File: src/hdl/tcc_pkg.sv
// Package: register map, field layout, encodings and carriers of the channel
package tcc_pkg;

    // ------------------------------------------------------------
    // Register offsets
    // ------------------------------------------------------------
    localparam logic [1:0] TCC_OFS_STATUS_CONTROL = 2'h0;
    localparam logic [1:0] TCC_OFS_VALUE_HIGH = 2'h1;
    localparam logic [1:0] TCC_OFS_VALUE_LOW = 2'h2;

    // ------------------------------------------------------------
    // Field positions of channel_status_control
    // ------------------------------------------------------------
    localparam int TCC_BIT_EVENT_FLAG = 7;
    localparam int TCC_BIT_IRQ_ENABLE = 6;
    localparam int TCC_BIT_MODE_B = 5;
    localparam int TCC_BIT_MODE_A = 4;
    localparam int TCC_BIT_ELS_HI = 3;
    localparam int TCC_BIT_ELS_LO = 2;

    // ------------------------------------------------------------
    // Reset values
    // ------------------------------------------------------------
    localparam logic [7:0] TCC_RST_CONTROL = 8'h00;
    localparam logic [15:0] TCC_RST_VALUE = 16'h0000;
    localparam logic [7:0] TCC_RST_RDATA = 8'h00;

    // ------------------------------------------------------------
    // Edge / level select encodings
    // ------------------------------------------------------------
    localparam logic [1:0] TCC_ELS_NONE = 2'h0;
    localparam logic [1:0] TCC_ELS_RISE = 2'h1;
    localparam logic [1:0] TCC_ELS_FALL = 2'h2;
    localparam logic [1:0] TCC_ELS_BOTH = 2'h3;
    localparam logic [1:0] TCC_ELS_TOGGLE = 2'h1;
    localparam logic [1:0] TCC_ELS_CLEAR = 2'h2;
    localparam logic [1:0] TCC_ELS_SET = 2'h3;

    // ------------------------------------------------------------
    // Types
    // ------------------------------------------------------------
    typedef enum logic [1:0] {
        TCC_MODE_CAPTURE,
        TCC_MODE_COMPARE,
        TCC_MODE_EDGE_PWM,
        TCC_MODE_CENTER_PWM
    } tcc_mode_t;

    typedef struct packed {
        logic [1:0] addr;
        logic [7:0] wdata;
        logic wr;
        logic rd;
    } tcc_bus_req_t;

    typedef struct packed {
        logic [15:0] count_value;
        logic count_tick;
        logic count_up;
        logic overflow;
        logic center_align_select;
    } tcc_timer_t;

endpackage : tcc_pkg

File: src/hdl/tcc_channel.sv
// One capture / compare / PWM channel of the pulse timer module
//
// Behaviour
// - Capture mode sets the event flag on the selected pin edge.
// - Compare or edge PWM mode sets the flag on counter equal value.
// - Center PWM sets the flag on every match, both pulse edges.
// - Interrupt request while event flag and interrupt enable both set.
// - Flag clears only after read of control with flag set, then write 0.
// - A new event during the clear sequence restarts it; flag stays.
// - Writing 1 to the flag does nothing; reset clears it.
// - Interrupt enable is read/write, reset to 0; 1 enables requests.
// - Without center mode, mode select B at 1 gives edge PWM.
// - Without center mode and B at 0, A picks capture or compare.
// - Edge/level select 00 releases the pin in every mode.
// - Capture edge: 01 rising, 10 falling, 11 either.
// - Compare pin action: 00 none, 01 toggle, 10 clear, 11 set.
// - Edge PWM: 10 high-true cleared on match; X1 low-true set on match.
// - Center PWM: 10 cleared on up match; X1 set on up match.
// - Capture mode latches the counter into the value register.
// - Value is read/write as high and low byte, reset to zero.
// - Capture mode: reading one byte freezes both until the other.
// - Any control write releases the capture read buffer.
// - Compare/PWM: value updates as one word after both byte writes.
// - A control write discards a half-written compare value.
// - Shared center select forces center PWM; else per-channel modes.
//
// The register addresses and the strobed register port were decided locally.
module tcc_channel (
    input wire logic ref_clk,
    input wire logic reset_n,
    input tcc_pkg::tcc_bus_req_t bus_req,
    output logic [7:0] bus_rdata,
    input tcc_pkg::tcc_timer_t timer,
    input wire logic chan_pin_in,
    output logic chan_pin_out,
    output logic chan_pin_oe,
    output logic channel_irq
);
    import tcc_pkg::*;

    // ------------------------------------------------------------
    // Declarations
    // ------------------------------------------------------------
    logic channel_event_flag;
    logic channel_irq_enable;
    logic mode_select_b;
    logic mode_select_a;
    logic [1:0] edge_level_select;
    logic clear_armed;
    logic [15:0] channel_value;
    logic [15:0] read_buffer;
    logic read_latched;
    logic [7:0] write_buf_high;
    logic [7:0] write_buf_low;
    logic high_written;
    logic low_written;
    logic pin_sync1;
    logic pin_sync2;
    logic pin_prev;
    logic edge_pending;
    logic out_bit;
    tcc_mode_t mode;
    logic pin_used;
    logic edge_now;
    logic capture_event;
    logic match_event;
    logic channel_event;
    logic sc_write;
    logic sc_read;
    logic vh_write;
    logic vl_write;
    logic vh_read;
    logic vl_read;
    logic [7:0] next_rdata;
    logic read_first_high;

    // ------------------------------------------------------------
    // Mode decode
    // ------------------------------------------------------------
    // Mode from shared center select and the two mode select bits
    function automatic tcc_mode_t tcc_decode_mode(input logic center,
                                                  input logic msb,
                                                  input logic msa);
        tcc_mode_t m;
        m = TCC_MODE_CAPTURE;
        if (center) begin
            m = TCC_MODE_CENTER_PWM;
        end else if (msb) begin
            m = TCC_MODE_EDGE_PWM;
        end else if (msa) begin
            m = TCC_MODE_COMPARE;
        end
        return m;
    endfunction : tcc_decode_mode

    // ------------------------------------------------------------
    // Decode
    // ------------------------------------------------------------
    assign mode = tcc_decode_mode(timer.center_align_select,
                                  mode_select_b, mode_select_a);
    assign pin_used = (edge_level_select != TCC_ELS_NONE);

    always_comb begin
        sc_write = 1'b0;
        sc_read = 1'b0;
        vh_write = 1'b0;
        vl_write = 1'b0;
        vh_read = 1'b0;
        vl_read = 1'b0;
        if (bus_req.addr == TCC_OFS_STATUS_CONTROL) begin
            sc_write = bus_req.wr;
            sc_read = bus_req.rd;
        end else if (bus_req.addr == TCC_OFS_VALUE_HIGH) begin
            vh_write = bus_req.wr;
            vh_read = bus_req.rd;
        end else if (bus_req.addr == TCC_OFS_VALUE_LOW) begin
            vl_write = bus_req.wr;
            vl_read = bus_req.rd;
        end
    end

    // ------------------------------------------------------------
    // Pin synchroniser and edge detection
    // ------------------------------------------------------------
    always_ff @(posedge ref_clk or negedge reset_n) begin
        if (!reset_n) begin
            pin_sync1 <= 1'b0;
            pin_sync2 <= 1'b0;
            pin_prev <= 1'b0;
        end else begin
            pin_sync1 <= chan_pin_in;
            pin_sync2 <= pin_sync1;
            pin_prev <= pin_sync2;
        end
    end

    always_comb begin
        edge_now = 1'b0;
        if (mode == TCC_MODE_CAPTURE) begin
            case (edge_level_select)
                TCC_ELS_RISE: begin
                    edge_now = pin_sync2 & ~pin_prev;
                end
                TCC_ELS_FALL: begin
                    edge_now = ~pin_sync2 & pin_prev;
                end
                TCC_ELS_BOTH: begin
                    edge_now = pin_sync2 ^ pin_prev;
                end
                default: begin
                    edge_now = 1'b0;
                end
            endcase
        end
    end

    // Edge seen between ticks waits for the next tick
    always_ff @(posedge ref_clk or negedge reset_n) begin
        if (!reset_n) begin
            edge_pending <= 1'b0;
        end else if (timer.count_tick || mode != TCC_MODE_CAPTURE) begin
            edge_pending <= 1'b0;
        end else if (edge_now) begin
            edge_pending <= 1'b1;
        end
    end

    // ------------------------------------------------------------
    // Channel events
    // ------------------------------------------------------------
    assign capture_event = timer.count_tick && mode == TCC_MODE_CAPTURE
                           && (edge_now || edge_pending);
    assign match_event = timer.count_tick && mode != TCC_MODE_CAPTURE
                         && timer.count_value == channel_value;
    assign channel_event = capture_event | match_event;

    // ------------------------------------------------------------
    // Control register fields
    // ------------------------------------------------------------
    always_ff @(posedge ref_clk or negedge reset_n) begin
        if (!reset_n) begin
            channel_irq_enable <= TCC_RST_CONTROL[TCC_BIT_IRQ_ENABLE];
            mode_select_b <= TCC_RST_CONTROL[TCC_BIT_MODE_B];
            mode_select_a <= TCC_RST_CONTROL[TCC_BIT_MODE_A];
            edge_level_select <=
                TCC_RST_CONTROL[TCC_BIT_ELS_HI:TCC_BIT_ELS_LO];
        end else if (sc_write) begin
            channel_irq_enable <= bus_req.wdata[TCC_BIT_IRQ_ENABLE];
            mode_select_b <= bus_req.wdata[TCC_BIT_MODE_B];
            mode_select_a <= bus_req.wdata[TCC_BIT_MODE_A];
            edge_level_select <=
                bus_req.wdata[TCC_BIT_ELS_HI:TCC_BIT_ELS_LO];
        end
    end

    // ------------------------------------------------------------
    // Event flag and its two-step clear
    // ------------------------------------------------------------
    always_ff @(posedge ref_clk or negedge reset_n) begin
        if (!reset_n) begin
            clear_armed <= 1'b0;
        end else if (channel_event) begin
            clear_armed <= 1'b0;
        end else if (sc_write) begin
            clear_armed <= 1'b0;
        end else if (sc_read && channel_event_flag) begin
            clear_armed <= 1'b1;
        end
    end

    always_ff @(posedge ref_clk or negedge reset_n) begin
        if (!reset_n) begin
            channel_event_flag <= TCC_RST_CONTROL[TCC_BIT_EVENT_FLAG];
        end else if (channel_event) begin
            channel_event_flag <= 1'b1;
        end else if (sc_write && clear_armed
                     && !bus_req.wdata[TCC_BIT_EVENT_FLAG]) begin
            channel_event_flag <= 1'b0;
        end
    end

    assign channel_irq = channel_event_flag & channel_irq_enable;

    // ------------------------------------------------------------
    // Compare write buffer
    // ------------------------------------------------------------
    always_ff @(posedge ref_clk or negedge reset_n) begin
        if (!reset_n) begin
            write_buf_high <= TCC_RST_VALUE[15:8];
            write_buf_low <= TCC_RST_VALUE[7:0];
            high_written <= 1'b0;
            low_written <= 1'b0;
        end else if (sc_write || mode == TCC_MODE_CAPTURE) begin
            high_written <= 1'b0;
            low_written <= 1'b0;
        end else if (vh_write) begin
            write_buf_high <= bus_req.wdata;
            high_written <= ~low_written;
            low_written <= 1'b0;
        end else if (vl_write) begin
            write_buf_low <= bus_req.wdata;
            low_written <= ~high_written;
            high_written <= 1'b0;
        end
    end

    // ------------------------------------------------------------
    // Channel value register
    // ------------------------------------------------------------
    always_ff @(posedge ref_clk or negedge reset_n) begin
        if (!reset_n) begin
            channel_value <= TCC_RST_VALUE;
        end else if (capture_event) begin
            channel_value <= timer.count_value;
        end else if (mode == TCC_MODE_CAPTURE) begin
            if (vh_write) begin
                channel_value[15:8] <= bus_req.wdata;
            end else if (vl_write) begin
                channel_value[7:0] <= bus_req.wdata;
            end
        end else if (!sc_write && vh_write && low_written) begin
            channel_value <= {bus_req.wdata, write_buf_low};
        end else if (!sc_write && vl_write && high_written) begin
            channel_value <= {write_buf_high, bus_req.wdata};
        end
    end

    // ------------------------------------------------------------
    // Capture read buffer
    // ------------------------------------------------------------
    always_ff @(posedge ref_clk or negedge reset_n) begin
        if (!reset_n) begin
            read_buffer <= TCC_RST_VALUE;
            read_latched <= 1'b0;
        end else if (sc_write || mode != TCC_MODE_CAPTURE) begin
            read_latched <= 1'b0;
        end else if (vh_read || vl_read) begin
            if (!read_latched) begin
                read_buffer <= channel_value;
                read_latched <= 1'b1;
            end else if (vh_read != read_first_high) begin
                read_latched <= 1'b0;
            end
        end
    end

    always_ff @(posedge ref_clk or negedge reset_n) begin
        if (!reset_n) begin
            read_first_high <= 1'b0;
        end else if (!read_latched && (vh_read || vl_read)) begin
            read_first_high <= vh_read;
        end
    end

    // ------------------------------------------------------------
    // Read data, one cycle after the strobe
    // ------------------------------------------------------------
    always_comb begin
        next_rdata = TCC_RST_RDATA;
        if (sc_read) begin
            next_rdata[TCC_BIT_EVENT_FLAG] = channel_event_flag;
            next_rdata[TCC_BIT_IRQ_ENABLE] = channel_irq_enable;
            next_rdata[TCC_BIT_MODE_B] = mode_select_b;
            next_rdata[TCC_BIT_MODE_A] = mode_select_a;
            next_rdata[TCC_BIT_ELS_HI:TCC_BIT_ELS_LO] = edge_level_select;
        end else if (vh_read) begin
            next_rdata = read_latched ? read_buffer[15:8]
                                      : channel_value[15:8];
        end else if (vl_read) begin
            next_rdata = read_latched ? read_buffer[7:0]
                                      : channel_value[7:0];
        end
    end

    always_ff @(posedge ref_clk or negedge reset_n) begin
        if (!reset_n) begin
            bus_rdata <= TCC_RST_RDATA;
        end else begin
            bus_rdata <= next_rdata;
        end
    end

    // ------------------------------------------------------------
    // Pin output
    // ------------------------------------------------------------
    always_ff @(posedge ref_clk or negedge reset_n) begin
        if (!reset_n) begin
            out_bit <= 1'b0;
        end else if (timer.count_tick && pin_used) begin
            case (mode)
                TCC_MODE_COMPARE: begin
                    if (match_event) begin
                        case (edge_level_select)
                            TCC_ELS_TOGGLE: begin
                                out_bit <= ~out_bit;
                            end
                            TCC_ELS_CLEAR: begin
                                out_bit <= 1'b0;
                            end
                            TCC_ELS_SET: begin
                                out_bit <= 1'b1;
                            end
                            default: begin
                                out_bit <= out_bit;
                            end
                        endcase
                    end
                end
                TCC_MODE_EDGE_PWM: begin
                    if (match_event) begin
                        out_bit <= edge_level_select[0];
                    end else if (timer.overflow) begin
                        out_bit <= ~edge_level_select[0];
                    end
                end
                TCC_MODE_CENTER_PWM: begin
                    if (match_event) begin
                        out_bit <= timer.count_up ? edge_level_select[0]
                                   : ~edge_level_select[0];
                    end
                end
                default: begin
                    out_bit <= out_bit;
                end
            endcase
        end
    end

    assign chan_pin_out = out_bit;
    assign chan_pin_oe = pin_used && mode != TCC_MODE_CAPTURE;

endmodule : tcc_channel

File: config.mk
export PLATFORM = sky130hd
export DESIGN_NAME = tcc_channel
export DESIGN_NICKNAME = d
export VERILOG_FILES = /design/src/hdl/tcc_pkg.sv /design/src/hdl/tcc_channel.sv
export SDC_FILE = /design/constraint.sdc
export NUM_CORES = 1
export LEC_CHECK = 0
export BUFFER_PORTS_ARGS = -buffer_cell sky130_fd_sc_hd__buf_4
export CAP_MARGIN = 30
export CELL_PAD_IN_SITES_DETAIL_PLACEMENT = 1
export CELL_PAD_IN_SITES_GLOBAL_PLACEMENT = 2
export CORE_ASPECT_RATIO = 1.1
export CORE_MARGIN = 5
export CORE_UTILIZATION = 38
export DETAILED_ROUTE_END_ITERATION = 12
export PLACE_DENSITY = 0.89
export SYNTH_ARGS = -nofsm -noshare
export SYNTH_HDL_FRONTEND = slang
export SYNTH_SLANG_ARGS = --single-unit
File: constraint.sdc
create_clock -name ref_clk -period 2.8 [get_ports ref_clk]
set_input_delay 0.56 -clock ref_clk [delete_from_list [all_inputs] [get_ports ref_clk]]
set_output_delay 0.56 -clock ref_clk [all_outputs]
set_load 0.02 [all_outputs]
==> flow_metrics.env <==
export IMPL_syn_area_sq_um=3830
export IMPL_globalRouteTotalUtil_pct=17.3
export IMPL_drv_cap=0
export IMPL_cts_tree="built"
export IMPL_grt_pass1_wl_um=16300
export IMPL_antenna_found_initial=0
export IMPL_nFillCells=1056
export IMPL_rows=38
export IMPL_wirelength_um=10100
export IMPL_netlist_top_cell_by_area="dfrtp_1"
export IMPL_cp_start_kind="flip-flop"
export IMPL_critPathKind="reg2reg"
export IMPL_synth_nets=382
export IMPL_core_area_sq_um=9840
export IMPL_maxSlewViolCount=0
export IMPL_insertion_delay_ns=0.35
export IMPL_avgSynthCellArea_sq_um=11.2
export IMPL_finalHoldViolations=0
export IMPL_ctsHoldBuffers=0
export IMPL_finalSetupViolCount=0
export IMPL_dieArea_sq_um=12200
export IMPL_layout_commonest_cell="dfrtp_1"
export IMPL_start_util_pct=38.9
export IMPL_yosysWarnings=0
export IMPL_reg2reg_slack_ns=0.46
export IMPL_fin_crit_ns=2.34
export IMPL_wl_per_cell_um=19.6
export IMPL_grt_max_degree=73
export IMPL_clk_pin_slew_worst_paths_ns=0.08
export IMPL_seq_area_sq_um=1800
export IMPL_overflow=0
export IMPL_finClkSkew_ns=0.0116
export IMPL_ys_ff_latch=72
export IMPL_p_per_area_nw_per_um2=834
export IMPL_post_synth_num_cell_types=43
export IMPL_cts_max_path_buffers=2
export IMPL_vias=2822
export IMPL_drc=0
export IMPL_relSlewSlack_pct=59.0
export IMPL_leakage_nw=2.05
export IMPL_ant_nets=0
export IMPL_period_share_pct=83.5
export IMPL_min_path_type="in2async"
export IMPL_synth_area_leaders="dfrtp_1, mux2_2, mux2i_1"
export IMPL_first_pass_iters=4
export IMPL_drive_above_1_share_pct=32.7
export IMPL_final_cell_mix="dfrtp_1, mux2_2, buf_4"
export IMPL_run_status="finished, final reports clean"
export IMPL_cts_root_buf="clkbuf_8"
export IMPL_diodes=0
export IMPL_drtIter0Drc=83
export IMPL_dieWidth_um=106
export IMPL_viasPerCell=5.49
export IMPL_synth_enable_flop_cells=0
export IMPL_pin_count=46
export IMPL_grt_pass1_vias=3124
export IMPL_rsz0062_at_grt="no"
export IMPL_cp_required_ns=3.03
export IMPL_dp_hpwl_um=7030
export IMPL_nets=430
export IMPL_critPathMaxFanout=34
export IMPL_cp_data_arrival_time_ns=2.57
export IMPL_cts_made_buffers=9
export IMPL_ir_drop_v=0.000320
export IMPL_chipHeight_um=115
export IMPL_ys_flop_type="dfrtp_1"
export IMPL_synthArstFlopShare_pct=100
export IMPL_synth_top_area_share_pct=47.1
export IMPL_fin_setup_tns_ns=0
export IMPL_cts_resized=0
export IMPL_worstMarginPinSlew_ns=0.615
export IMPL_yosysSeqAreaShare_pct=47.1
export IMPL_fmax_ghz=0.428
export IMPL_cts_setup_buffers=0
export IMPL_endpoint_kind="flip-flop"
export IMPL_synthCells=341
export IMPL_whs_ns=0.0528
export IMPL_synthToLayoutAreaGrowth_pct=20.0
export IMPL_multiInputGateArea_sq_um=1940
export IMPL_cts_max_level=3
export IMPL_io_buffers=45
export IMPL_cts_sinks=72
export IMPL_gp_congestion=0.764
-- worst max-delay path, stage by stage (launching register included) --
cell,delay (ns)
dfrtp_1,0.51
inv_1,0.13
ha_1,0.23
a22oi_1,0.19
a21oi_1,0.13
o211ai_1,0.30
buf_12,0.23
nand2_2,0.18
mux2_2,0.33
-- kinds of logic after synthesis --
family	Yosys count	synth area share (%)
buffers and inverters	19	2.32
DFF	72	47.1
and+or+nand+nor	82	11.4
adders and majority gates	6	1.96
xor gates and xnor gates	17	3.89
AOI/OAI and AO/OA	60	9.41
muxes	85	24.0
-- where the power goes --
group	switching, mW	leakage, nW	internal, mW
Combinational	0.451	1.04	0.548
Clock	0.427	0.133	0.691
Sequential	0.337	0.884	1.38
-- state kept, by name, summed over array words and instances (netlist names) --
| name | count |
|---|---|
| chan_pin_out | 1 |
| high_written | 1 |
| channel_event_flag | 1 |
| pin_sync1 | 1 |
| write_buf_low | 8 |
| low_written | 1 |
| bus_rdata | 8 |
| edge_pending | 1 |
| write_buf_high | 8 |
| pin_prev | 1 |
| edge_level_select | 2 |
| clear_armed | 1 |
| read_latched | 1 |
| read_buffer | 16 |
| mode_select_a | 1 |
| channel_value | 16 |
| read_first_high | 1 |
| pin_sync2 | 1 |
| mode_select_b | 1 |
| channel_irq_enable | 1 |
-- Yosys cell counts (3+ instances only) --
master / instances
a21oi_1: 23
nor2_1: 24
inv_1: 4
ha_1: 6
o22ai_1: 8
clkbuf_1: 6
nor3_1: 4
mux2i_1: 32
buf_2: 5
mux2_2: 52
dfrtp_1: 72
nand3b_1: 4
nor2b_1: 4
nand2_1: 17
o21ai_0: 19
nand2b_1: 5
nand3_1: 3
buf_4: 3
and2_1: 8
nor4_1: 3
xor2_1: 15
-- worst paths after layout --
path | start | to | cells past startpoint
setup / recovery | edge_level_select[0]$_DFFE_PN0P_ | channel_value[12]$_DFFE_PN0P_ | 8
hold / removal | reset_n | high_written$_DFFE_PN0P_ | 1
hold reg to reg | pin_sync1$_DFF_PN0_ | pin_sync2$_DFF_PN0_ | 0
setup reg to reg | edge_level_select[0]$_DFFE_PN0P_ | channel_value[12]$_DFFE_PN0P_ | 8
min in group ref_clk | chan_pin_in | pin_sync1$_DFF_PN0_ | 1
max in group asynchronous | reset_n | bus_rdata[5]$_DFF_PN0_ | 2
-- through the flow --
step                      worst slack (ns)  instances  power, mW  cell area, sq um  utilization [%]
after floorplan                      0.752        341       2.32              3830                -
after global placement               0.491        497       2.63              4300             43.7
after detailed placement             0.414        497       2.72              4300             43.7
after CTS                            0.450        513       3.86              4570             46.4
after global routing                 0.280        514       4.04              4600             46.7
final                                0.462        514       3.83              4600             46.7
-- layout make-up --
class                      instances  share of cell area, %
clock buffer                      10                   2.78
clock inverter                     6                   3.05
inverter                           4                  0.327
multi-input combinational        250                   42.2
sequential                        72                   39.2
tap                              120                   3.27
timing repair buffer              52                   9.20
-- routing by layer --
metal / GRT usage [%] / wire, um / share of wire (%) / vias up
li1: - / - / - / 1305
met1: 21.0 / 4440 / 44 / 1452
met2: 30.7 / 5180 / 51 / 48
met3: 3.20 / 254 / 2.5 / 17
met4: 6.39 / 193 / 1.9 / 0
met5: 0 / 0 / 0 / -
Power figures use the tool's default switching activity.
